**src/design/rdc_pkg.sv**
```systemverilog
// shared constants and types of the redriver mode and equaliser configuration block
package rdc_pkg;
  // serial bus register map
  localparam logic [7:0] GEN_CTRL_OFS = 8'h0a;
  localparam logic [7:0] DP13_EQ_OFS = 8'h10;
  localparam logic [7:0] GEN_CTRL_RST = 8'h01;
  localparam logic [7:0] DP13_EQ_RST = 8'h00;
  localparam logic [7:0] UNMAPPED_RD = 8'h00;

  // general_mode_control field positions
  localparam int EQ_SRC_BIT = 4;
  localparam int DP_EN_SRC_BIT = 3;
  localparam int ORIENT_BIT = 2;
  localparam int LANE_CFG_HI = 1;
  localparam int LANE_CFG_LO = 0;
  localparam logic [7:0] GEN_WR_MASK = 8'h1f;

  // display_lane1_lane3_eq field positions
  localparam int LANE1_EQ_HI = 7;
  localparam int LANE1_EQ_LO = 4;
  localparam int LANE3_EQ_HI = 3;
  localparam int LANE3_EQ_LO = 0;

  // lane configuration codes
  localparam logic [1:0] CFG_OFF = 2'h0;
  localparam logic [1:0] CFG_USB = 2'h1;
  localparam logic [1:0] CFG_DP4 = 2'h2;
  localparam logic [1:0] CFG_USB_DP2 = 2'h3;

  // strap level codes and target address arithmetic
  localparam logic [1:0] STRAP_LOW = 2'h0;
  localparam logic [1:0] STRAP_FLOAT = 2'h1;
  localparam logic [1:0] STRAP_HIGH = 2'h2;
  localparam logic [6:0] TGT_ADDR_BASE = 7'h0e;
  localparam logic [6:0] STRAP_HI_WEIGHT = 7'h03;

  // resulting datapath routing
  typedef struct packed {
    logic usb_en;
    logic dp_en;
    logic dp_four_lane;
    logic flip;
  } rdc_route_t;

  localparam rdc_route_t ROUTE_RST = '{usb_en: 1'b0, dp_en: 1'b0, dp_four_lane: 1'b0, flip: 1'b0};

  // serial target states
  typedef enum logic [5:0] {
    ST_IDLE = 6'b000001,
    ST_RX = 6'b000010,
    ST_GAP = 6'b000100,
    ST_ACK = 6'b001000,
    ST_TX = 6'b010000,
    ST_TXACK = 6'b100000
  } rdc_state_t;
endpackage

```
**src/design/rdc_config.sv**
```systemverilog
// mode pins, serial bus target and two configuration registers of the redriver switch
// Notes on behaviour
// - display pin low, usb pin high: route the usb path only
// - both mode pins high: usb path plus two display lanes
// - display pin high, usb pin low: four display lanes, no usb
// - orientation pin high selects flipped mapping, low unflipped, in every pin-mode configuration; register mode uses general bit 2
// - general bit 4: 0 pin-sampled equaliser levels, 1 register levels; resets 0
// - general bit 3: 0 display enable from upper config bit, 1 from pin
// - lane config 00 off, 01 usb (reset), 10 four display, 11 two display plus usb
// - eq register bits 7:4 lane 1 level: mirror pins or software value
// - eq register bits 3:0 lane 3 level: mirror pins or software value
// - update-type fields change by hardware regardless of software writes
// - general register at 0x0a resets to 0x01; reserved upper bits read-only
// - target address 0x12 with both straps floating; other straps other addresses
`timescale 1ns/1ps
`default_nettype none
module rdc_config (
  input wire logic i_clk_sys,
  input wire logic i_nrst,
  input wire logic i_i2c_mode,
  input wire logic i_display_mode_pin,
  input wire logic i_usb_mode_pin,
  input wire logic i_orientation_pin,
  input wire logic [1:0] i_display_eq_pins,
  input wire logic [1:0] i_address_strap_high,
  input wire logic [1:0] i_address_strap_low,
  input wire logic i_scl,
  input wire logic i_sda,
  output logic o_sda,
  output logic o_sda_oe_n,
  output rdc_pkg::rdc_route_t o_route,
  output logic [3:0] o_dp1_eq,
  output logic [3:0] o_dp3_eq
);
  import rdc_pkg::*;

  ////////////////////////////////////////////////////////////////////////////////
  // pin sampling after reset

  logic sampled_reg, sampled_next;
  logic [1:0] eq_pins_reg, eq_pins_next;
  logic [6:0] tgt_addr_reg, tgt_addr_next;

  always_comb begin
    sampled_next = 1'b1;
    eq_pins_next = eq_pins_reg;
    tgt_addr_next = tgt_addr_reg;
    if (!sampled_reg) begin
      eq_pins_next = i_display_eq_pins;
      tgt_addr_next = 7'(TGT_ADDR_BASE + STRAP_HI_WEIGHT * {5'h00, i_address_strap_high}
                         + {5'h00, i_address_strap_low});
    end
  end

  always_ff @(posedge i_clk_sys or negedge i_nrst) begin
    if (!i_nrst) begin
      sampled_reg <= 1'b0;
      eq_pins_reg <= 2'h0;
      tgt_addr_reg <= 7'h00;
    end else begin
      sampled_reg <= sampled_next;
      eq_pins_reg <= eq_pins_next;
      tgt_addr_reg <= tgt_addr_next;
    end
  end

  ////////////////////////////////////////////////////////////////////////////////
  // serial bus target

  rdc_state_t state_reg, state_next;
  logic scl_q_reg, sda_q_reg;
  logic [2:0] cnt_reg, cnt_next;
  logic [7:0] shift_reg, shift_next;
  logic [7:0] ptr_reg, ptr_next;
  logic is_addr_reg, is_addr_next;
  logic have_ptr_reg, have_ptr_next;
  logic to_tx_reg, to_tx_next;
  logic nack_reg, nack_next;
  logic drive_reg, drive_next;
  logic wr_en;
  logic [7:0] wr_addr;
  logic [7:0] wr_data;
  logic [7:0] rd_data;
  logic [7:0] gen_reg, gen_next;
  logic [7:0] eq_reg, eq_next;

  logic scl_rise, scl_fall, bus_start, bus_stop;
  assign scl_rise = i_scl & ~scl_q_reg;
  assign scl_fall = ~i_scl & scl_q_reg;
  assign bus_start = scl_q_reg & i_scl & sda_q_reg & ~i_sda;
  assign bus_stop = scl_q_reg & i_scl & ~sda_q_reg & i_sda;

  always_comb begin
    case (ptr_reg)
      GEN_CTRL_OFS: rd_data = gen_reg;
      DP13_EQ_OFS: rd_data = eq_reg;
      default: rd_data = UNMAPPED_RD;
    endcase
  end

  always_comb begin
    state_next = state_reg;
    cnt_next = cnt_reg;
    shift_next = shift_reg;
    ptr_next = ptr_reg;
    is_addr_next = is_addr_reg;
    have_ptr_next = have_ptr_reg;
    to_tx_next = to_tx_reg;
    nack_next = nack_reg;
    drive_next = drive_reg;
    wr_en = 1'b0;
    wr_addr = ptr_reg;
    wr_data = shift_reg;
    if (bus_start) begin
      state_next = ST_RX;
      cnt_next = 3'h0;
      is_addr_next = 1'b1;
      have_ptr_next = 1'b0;
      drive_next = 1'b0;
    end else if (bus_stop) begin
      state_next = ST_IDLE;
      drive_next = 1'b0;
    end else begin
      case (state_reg)
        ST_IDLE: begin
          drive_next = 1'b0;
        end
        ST_RX: begin
          if (scl_rise) begin
            shift_next = {shift_reg[6:0], i_sda};
            cnt_next = 3'(cnt_reg + 3'h1);
            if (cnt_reg == 3'h7) begin
              state_next = ST_GAP;
            end
          end
        end
        ST_GAP: begin
          if (scl_fall) begin
            if (is_addr_reg) begin
              if (shift_reg[7:1] == tgt_addr_reg) begin
                drive_next = 1'b1;
                to_tx_next = shift_reg[0];
                state_next = ST_ACK;
              end else begin
                state_next = ST_IDLE;
              end
            end else begin
              drive_next = 1'b1;
              to_tx_next = 1'b0;
              state_next = ST_ACK;
              if (!have_ptr_reg) begin
                ptr_next = shift_reg;
                have_ptr_next = 1'b1;
              end else begin
                wr_en = 1'b1;
                ptr_next = 8'(ptr_reg + 8'h01);
              end
            end
          end
        end
        ST_ACK: begin
          if (scl_fall) begin
            is_addr_next = 1'b0;
            cnt_next = 3'h0;
            if (to_tx_reg) begin
              shift_next = rd_data;
              drive_next = ~rd_data[7];
              ptr_next = 8'(ptr_reg + 8'h01);
              state_next = ST_TX;
            end else begin
              drive_next = 1'b0;
              state_next = ST_RX;
            end
          end
        end
        ST_TX: begin
          if (scl_fall) begin
            cnt_next = 3'(cnt_reg + 3'h1);
            shift_next = {shift_reg[6:0], 1'b0};
            if (cnt_reg == 3'h7) begin
              drive_next = 1'b0;
              state_next = ST_TXACK;
            end else begin
              drive_next = ~shift_reg[6];
            end
          end
        end
        ST_TXACK: begin
          if (scl_rise) begin
            nack_next = i_sda;
          end
          if (scl_fall) begin
            if (nack_reg) begin
              state_next = ST_IDLE;
            end else begin
              cnt_next = 3'h0;
              shift_next = rd_data;
              drive_next = ~rd_data[7];
              ptr_next = 8'(ptr_reg + 8'h01);
              state_next = ST_TX;
            end
          end
        end
        default: begin
          state_next = ST_IDLE;
          drive_next = 1'b0;
        end
      endcase
    end
  end

  always_ff @(posedge i_clk_sys or negedge i_nrst) begin
    if (!i_nrst) begin
      state_reg <= ST_IDLE;
      scl_q_reg <= 1'b1;
      sda_q_reg <= 1'b1;
      cnt_reg <= 3'h0;
      shift_reg <= 8'h00;
      ptr_reg <= 8'h00;
      is_addr_reg <= 1'b0;
      have_ptr_reg <= 1'b0;
      to_tx_reg <= 1'b0;
      nack_reg <= 1'b0;
      drive_reg <= 1'b0;
    end else begin
      state_reg <= state_next;
      scl_q_reg <= i_scl;
      sda_q_reg <= i_sda;
      cnt_reg <= cnt_next;
      shift_reg <= shift_next;
      ptr_reg <= ptr_next;
      is_addr_reg <= is_addr_next;
      have_ptr_reg <= have_ptr_next;
      to_tx_reg <= to_tx_next;
      nack_reg <= nack_next;
      drive_reg <= drive_next;
    end
  end

  // open drain: only ever pulls low
  assign o_sda = 1'b0;
  assign o_sda_oe_n = ~drive_reg;

  ////////////////////////////////////////////////////////////////////////////////
  // configuration registers

  logic [3:0] eq_mirror;
  assign eq_mirror = {2'h0, eq_pins_reg};

  always_comb begin
    gen_next = gen_reg;
    eq_next = eq_reg;
    // plain read/write fields: eq value stored whole only while general bit 4 is 1, general value masked to bits 4:0
    if (wr_en && wr_addr == GEN_CTRL_OFS) begin
      gen_next = wr_data & GEN_WR_MASK;
    end
    if (!gen_reg[EQ_SRC_BIT]) begin
      eq_next[LANE1_EQ_HI:LANE1_EQ_LO] = eq_mirror;
      eq_next[LANE3_EQ_HI:LANE3_EQ_LO] = eq_mirror;
    end else if (wr_en && wr_addr == DP13_EQ_OFS) begin
      eq_next = wr_data;
    end
  end

  ////////////////////////////////////////////////////////////////////////////////
  // lane routing

  logic [1:0] cfg;
  rdc_route_t route_next;

  always_comb begin
    if (!i_i2c_mode) begin
      cfg = {i_display_mode_pin, i_usb_mode_pin};
      route_next.flip = i_orientation_pin;
    end else begin
      cfg = gen_reg[LANE_CFG_HI:LANE_CFG_LO];
      if (gen_reg[DP_EN_SRC_BIT]) begin
        cfg[1] = i_display_mode_pin;
      end
      route_next.flip = gen_reg[ORIENT_BIT];
    end
    case (cfg)
      CFG_OFF: begin
        route_next.usb_en = 1'b0;
        route_next.dp_en = 1'b0;
        route_next.dp_four_lane = 1'b0;
      end
      CFG_USB: begin
        route_next.usb_en = 1'b1;
        route_next.dp_en = 1'b0;
        route_next.dp_four_lane = 1'b0;
      end
      CFG_DP4: begin
        route_next.usb_en = 1'b0;
        route_next.dp_en = 1'b1;
        route_next.dp_four_lane = 1'b1;
      end
      CFG_USB_DP2: begin
        route_next.usb_en = 1'b1;
        route_next.dp_en = 1'b1;
        route_next.dp_four_lane = 1'b0;
      end
      default: begin
        route_next.usb_en = 1'b0;
        route_next.dp_en = 1'b0;
        route_next.dp_four_lane = 1'b0;
      end
    endcase
  end

  always_ff @(posedge i_clk_sys or negedge i_nrst) begin
    if (!i_nrst) begin
      gen_reg <= GEN_CTRL_RST;
      eq_reg <= DP13_EQ_RST;
      o_route <= ROUTE_RST;
    end else begin
      gen_reg <= gen_next;
      eq_reg <= eq_next;
      o_route <= route_next;
    end
  end

  assign o_dp1_eq = eq_reg[LANE1_EQ_HI:LANE1_EQ_LO];
  assign o_dp3_eq = eq_reg[LANE3_EQ_HI:LANE3_EQ_LO];
endmodule
`default_nettype wire

```
**config.mk**
```make
export PLATFORM = sky130hd
export DESIGN_NAME = rdc_config
export DESIGN_NICKNAME = d
export VERILOG_FILES = /design/src/design/rdc_pkg.sv /design/src/design/rdc_config.sv
export SDC_FILE = /design/constraint.sdc
export NUM_CORES = 1
export LEC_CHECK = 0
export BUFFER_PORTS_ARGS = -buffer_cell sky130_fd_sc_hd__buf_2
export CORE_MARGIN = 2
export CORE_UTILIZATION = 55
export DETAILED_ROUTE_END_ITERATION = 8
export PLACE_DENSITY = 0.74
export SYNTH_ARGS = -nofsm -noshare
export SYNTH_HDL_FRONTEND = slang
export SYNTH_SLANG_ARGS = --single-unit
export TNS_END_PERCENT = 5
```
**constraint.sdc**
```tcl
create_clock -name i_clk_sys -period 2.7 [get_ports i_clk_sys]
set_clock_uncertainty 0.05 [all_clocks]
set_input_delay 0.54 -clock i_clk_sys [delete_from_list [all_inputs] [get_ports i_clk_sys]]
set_output_delay 0.54 -clock i_clk_sys [all_outputs]
set_load 0.005 [all_outputs]
```
==> impl_metrics.json, run 1 <==
{
  "outcome": "finished, final reports clean",
  "cap_viol_max_count": 0,
  "grt_max_degree": 38,
  "synth_top_area_share_pct": 40.3,
  "routed_wl_mm": 7.56,
  "clk_pin_slew_ns": 0.07,
  "htreeDepth": 3,
  "diodes": 0,
  "syn-num-nets": 375,
  "ys_seq_area_share_pct": 43.4,
  "nFillCells": 474,
  "die_w_um": 81.4,
  "p_switching_mw": 0.666,
  "synth_edf_count": 0,
  "drtIter0Drc": 318,
  "cts_buffers": 9,
  "regArea_um2": 1430,
  "multiInputGateArea_um2": 1720,
  "post-route-drc-count": 0,
  "cts_root_buf": "clkbuf_8",
  "pwr-share-comb_pct": 16.5,
  "coreArea_um2": 5850,
  "antenna_found_initial": 0,
  "pwr-share-clk_pct": 39.6,
  "ys_seq_elements": 57,
  "wl_per_cell_um": 16.6,
  "cts_hold_buf": 0,
  "synth_top_cell_by_area": "dfrtp_1",
  "grt_usage_pct": 25.5,
  "utilization_pct": 63.6,
  "required_ns": 2.88,
  "synth-async-reset-ratio_pct": 100,
  "num_rows": 28,
  "slew_headroom_pct": 58.4,
  "worstSetupEndpointType": "flop",
  "netlist_area_um2": 3290,
  "setup_tns_ns": 0,
  "vias": 2703,
  "syn_to_final_growth_pct": 12.9,
  "start_kind": "flop",
  "gp_congestion": 0.948,
  "synthFlopType": "dfrtp_1",
  "swShare_pct": 28.3,
  "rsz0062_at_grt": "false",
  "worstMarginPinSlew_ns": 0.622,
  "syn_avg_cell_area_um2": 9.41,
  "firstDrtPassIters": 5,
  "grt_pass1_wl_mm": 12.6,
  "vias_per_cell": 5.93,
  "port_buffers": 26,
  "clock_latency_ns": 0.34,
  "slew_viol_final": 0,
  "ctsResizeCount": 0,
  "arrival_ns": 2.50,
  "initial_core_util_pct": 56.3,
  "cts.path.max_buffers": 2,
  "period_needed_ns": 2.33,
  "place_hpwl_mm": 5.55,
  "ys_warn_count": 0,
  "worstSetupPathType": "flop to flop",
  "vdd_drop_max_mv": 0.370,
  "nNetsFinal": 401,
  "reg2reg_from": "ptr_reg[2]",
  "finalSetupViolations": 0,
  "cp_max_fo": 6,
  "grt_pass1_vias": 2616,
  "ys_top_cells_by_area": "dfrtp_1 40%, mux2_2 8.5%, nand2_1 5.9%",
  "fmax_ghz": 0.430,
  "fin_crit_sh_pct": 86.2,
  "critPathLaunch": "ptr_reg[2]",
  "intPower_mw": 1.69,
  "drive_gt1_share_pct": 21.5,
  "die_height_um": 81.4,
  "detail-route-antenna-nets": 0,
  "grt.overflow.total": 0,
  "leakage_nw": 1.72,
  "synth_cell_types": 55,
  "numClockSinks": 57,
  "post_cts_buffers": 0,
  "io_pins": 28,
  "cts_tree": "yes",
  "p_per_area_nw_per_um2": 634,
  "seqPwrFrac_pct": 43.8,
  "dieArea_um2": 6630,
  "min_path_type": "primary input to async pin",
  "reg2reg_slack_ns": 0.37,
  "syn_inst": 350,
  "hold_viol": 0
}
final cells by class:
type | count | area share, %
multi-input combinational | 261 | 46.4
sequential | 57 | 38.5
timing repair buffer | 31 | 4.85
clock buffer | 12 | 4.17
tap | 75 | 2.52
clock inverter | 4 | 1.99
inverter | 16 | 1.62
per-layer routing:
metal / wire length (um) / vias up / track usage (%)
met2: 3540 / 89 / 38.8
met5: 0 / - / 0
met3: 444 / 20 / 5.78
li1: - / 1286 / -
met1: 3390 / 1308 / 35.6
met4: 176 / 0 / 9.83
cells by family (layout without fill, tap and decap cells):
group                      count (synthesis)  in the layout  synth area share (%)
muxes                                     27             27                  9.15
adders and majority gates                 11             11                  4.63
and+or+nand+nor                          128            128                  19.0
DFF                                       57             57                  43.4
AOI/OAI and AO/OA                         81             81                  16.2
other                                      2              2                 0.228
buffers and inverters                     32             63                  4.22
xor gates and xnor gates                  12             12                  3.19
Yosys cell counts, types with 2 or more instances:
master,n
dfrtp_1,53
nand2_1,52
o21ai_0,26
mux2_2,25
nor2_1,23
inv_1,16
nand3_1,16
xor2_1,10
ha_1,9
a21oi_1,8
buf_2,8
a22oi_1,7
a31oi_1,7
nor2b_1,7
and3_1,5
clkbuf_1,5
o211ai_1,5
a21boi_1,4
dfstp_2,4
nand3b_1,4
nor3_1,4
o22ai_1,4
a2bb2oi_1,3
nand2b_1,3
a21boi_0,2
buf_4,2
conb_1,2
fa_1,2
mux2i_1,2
nand4b_1,2
nor4_1,2
o22a_1,2
o2bb2ai_1,2
o31ai_1,2
xnor2_1,2
power by group through the flow:
stage | logic (mW) | clock network [mW] | registers (mW)
floorplan | 0.294 | 0 | 1.01
global placement | 0.371 | 0 | 1.05
detailed placement | 0.392 | 0 | 1.05
CTS | 0.396 | 0.940 | 1.03
global route | 0.441 | 0.978 | 1.05
finish | 0.390 | 0.934 | 1.03
through the flow:
step | total power [mW] | hold slack (ns) | cell area (um^2) | cells | setup WS, ns
after global placement | 1.42 | 0.444 | 3490 | 440 | 0.396
after floorplan | 1.30 | 0.194 | 3290 | 350 | 0.583
after CTS | 2.37 | 0.115 | 3720 | 456 | 0.389
after global routing | 2.47 | 0.145 | 3720 | 456 | 0.184
final | 2.36 | 0.0972 | 3720 | 456 | 0.372
after detailed placement | 1.44 | 0.450 | 3490 | 440 | 0.334
critical path, stage by stage (launching register included):
cell	delay (ns)
dfrtp_1	0.42
or4_4	0.58
nor3_2	0.42
and3_1	0.38
mux2_2	0.37
path summary, 6_finish.rpt:
| check | to | depth (start not counted) |
|---|---|---|
| min | state_reg[2] | 1 |
| max in group asynchronous | sda_q_reg | 2 |
| min reg2reg | eq_pins_reg[0] | 1 |
| max reg2reg | gen_reg[3] | 4 |
| max | gen_reg[3] | 4 |
| min in group i_clk_sys | sda_q_reg | 1 |
cells in the final DEF, fill, tap and decap left out, drive strengths merged, types with 5 or more instances in the layout:
master / netlist / routed
nor2: 24 / 24
clkbuf: 6 / 12
dfrtp: 53 / 53
a22oi: 7 / 7
buf: 10 / 31
a21boi: 6 / 6
inv: 16 / 17
nand3: 16 / 16
a21oi: 8 / 8
o21ai: 26 / 26
ha: 9 / 9
xor2: 10 / 10
o211ai: 5 / 5
and3: 5 / 5
mux2: 25 / 25
a31oi: 7 / 7
nor3: 6 / 6
nor2b: 7 / 7
nand2: 52 / 52
No activity file was read; power rests on OpenSTA's default activity.
==> run 2, diff against run 1 <==
==> constraint.sdc (replaced) <==
create_clock -name i_clk_sys -period 2.7 [get_ports i_clk_sys]
set_clock_uncertainty 0.05 [all_clocks]
set_input_delay 0.135 -clock i_clk_sys [delete_from_list [all_inputs] [get_ports i_clk_sys]]
set_output_delay 0.135 -clock i_clk_sys [all_outputs]
set_load 0.005 [all_outputs]
==> run 2 against run 1 <==
Net effect:
- final area is 0.94% higher
- maximum frequency fell by 2.8%
- final cell count is 1.5% higher
- clock power shrank 12%
- global-route usage shrank 0.37 points
- critical path depth up 2
- die area did not move
- non-clock buffer count is 7 higher
- wire length increased by 1.4%
- combinational power increased by 2%
- utilization increased by 0.60 points
- via count rose by 1.9%
- largest power group unchanged
==> impl_metrics.json, run 2 (same netlist as run 1, synthesis figures left out) <==
{
  "die_height_um": 81.4,
  "die_w_um": 81.4,
  "firstDrtPassIters": 5,
  "outcome": "finished, final reports clean",
  "grt_pass1_wl_mm": 12.4,
  "nFillCells": 480,
  "grt_usage_pct": 25.2,
  "io_pins": 28,
  "pwr-share-comb_pct": 17.6,
  "clk_pin_slew_ns": 0.07,
  "fmax_ghz": 0.418,
  "post_cts_buffers": 0,
  "grt_max_degree": 35,
  "cap_viol_max_count": 0,
  "gp_congestion": 0.938,
  "arrival_ns": 2.57,
  "worstSetupEndpointType": "flop",
  "setup_tns_ns": 0,
  "cp_max_fo": 11,
  "fin_crit_sh_pct": 88.7,
  "drive_gt1_share_pct": 21.1,
  "slew_headroom_pct": 48.1,
  "detail-route-antenna-nets": 0,
  "holdWs_ns": 0.0377,
  "dieArea_um2": 6630,
  "syn_to_final_growth_pct": 13.9,
  "finalSetupViolations": 0,
  "pwr-share-clk_pct": 36.5,
  "coreArea_um2": 5850,
  "hold_viol": 0,
  "cts.path.max_buffers": 2,
  "initial_core_util_pct": 56.3,
  "htreeDepth": 3,
  "final_cell_mix": "53 x dfrtp_1, 52 x nand2_1, 26 x o21ai_0, 26 x buf_2, 25 x mux2_2",
  "cts_root_buf": "clkbuf_8",
  "clock_latency_ns": 0.34,
  "layout_commonest_cell": "dfrtp_1",
  "worstMarginPinSlew_ns": 0.779,
  "rsz0062_at_grt": "false",
  "place_hpwl_mm": 5.39,
  "cpMaxStageDelayCell": "dfrtp_1",
  "wl_per_cell_um": 16.5,
  "slew_viol_final": 0,
  "regArea_um2": 1430,
  "grt_pass1_vias": 2555,
  "crit_family": "simple AND/OR/NAND/NOR gates",
  "antenna_found_initial": 0,
  "slowest_delay_ns": 0.50,
  "vias": 2754,
  "vias_per_cell": 5.95,
  "post-route-drc-count": 0,
  "vdd_drop_max_mv": 0.486,
  "p_per_area_nw_per_um2": 599,
  "cts_tree": "yes",
  "port_buffers": 26,
  "grt.overflow.total": 0,
  "nNetsFinal": 408,
  "multiInputGateArea_um2": 1720,
  "leakage_nw": 1.72,
  "swShare_pct": 29.5,
  "num_rows": 28,
  "crit_buf_inv": 0,
  "diodes": 0,
  "required_ns": 2.87,
  "min_path_type": "primary input to flop",
  "routed_wl_mm": 7.66,
  "ctsResizeCount": 0,
  "drtIter0Drc": 281,
  "crit_chain": "nor2_1 > nand4b_1 > nand2_1 > o22ai_1 > nand3b_1 > mux2_2",
  "start_kind": "flop",
  "seqPwrFrac_pct": 45.9,
  "intPower_mw": 1.58,
  "period_needed_ns": 2.39,
  "p_switching_mw": 0.664,
  "numClockSinks": 57,
  "cts_buffers": 9,
  "worstSetupPathType": "flop to flop",
  "cts_hold_buf": 8
}
-- run 2: power by group through the flow --
stage / clock (mW) / sequential [mW] / combinational, mW
final: 0.820 / 1.03 / 0.396
after floorplan: 0 / 1.01 / 0.294
after CTS: 0.833 / 1.03 / 0.398
after global placement: 0 / 1.04 / 0.378
after detailed placement: 0 / 1.05 / 0.389
after global routing: 0.867 / 1.04 / 0.458
-- run 2: stage by stage --
step | setup slack, ns | util, % | power [mW] | instance area [um^2] | instances
after floorplan | 0.635 | - | 1.30 | 3290 | 350
after global placement | 0.388 | 59.3 | 1.42 | 3470 | 439
after detailed placement | 0.358 | 59.3 | 1.43 | 3470 | 439
after CTS | 0.353 | 64.2 | 2.26 | 3750 | 463
after global routing | 0.143 | 64.2 | 2.37 | 3750 | 463
final | 0.306 | 64.2 | 2.25 | 3750 | 463
-- run 2: final timing paths --
| path | from | endpoint | slack [ns] | cells past startpoint |
|---|---|---|---|---|
| min in group asynchronous | i_nrst | drive_reg | 0.35 | 2 |
| worst max register to register | state_reg[4] | shift_reg[3] | 0.31 | 6 |
| worst max-delay path | state_reg[4] | shift_reg[3] | 0.31 | 6 |
| worst min register to register | eq_pins_reg[0] | eq_pins_reg[0] | 0.46 | 1 |
| max in group asynchronous | i_nrst | gen_reg[0] | 1.50 | 3 |
| worst min-delay path | i_i2c_mode | o_route[0] | 0.04 | 2 |
-- run 2: layout make-up --
cell class / count / share of cell area (%)
multi-input cells: 261 / 45.9
inverters: 16 / 1.60
flip-flops and latches: 57 / 38.1
well taps: 75 / 2.50
clock inverters: 6 / 1.77
repair buffers: 38 / 6.40
clock buffers: 10 / 3.67
-- run 2: routing by layer --
metal	part of all wire, %	global-route usage (%)
met5	0	0
met3	7.3	5.67
met2	48	40.2
met1	43	34.2
met4	1.2	7.80
-- run 2: worst register-to-register path: cells and delay by family, from the launching register on --
kind / cells / cell delay [ns]
AO/OA/AOI/OAI: 1 / 0.10
flip-flops: 1 / 0.50
multiplexers: 1 / 0.40
AND/OR/NAND/NOR: 4 / 1.23
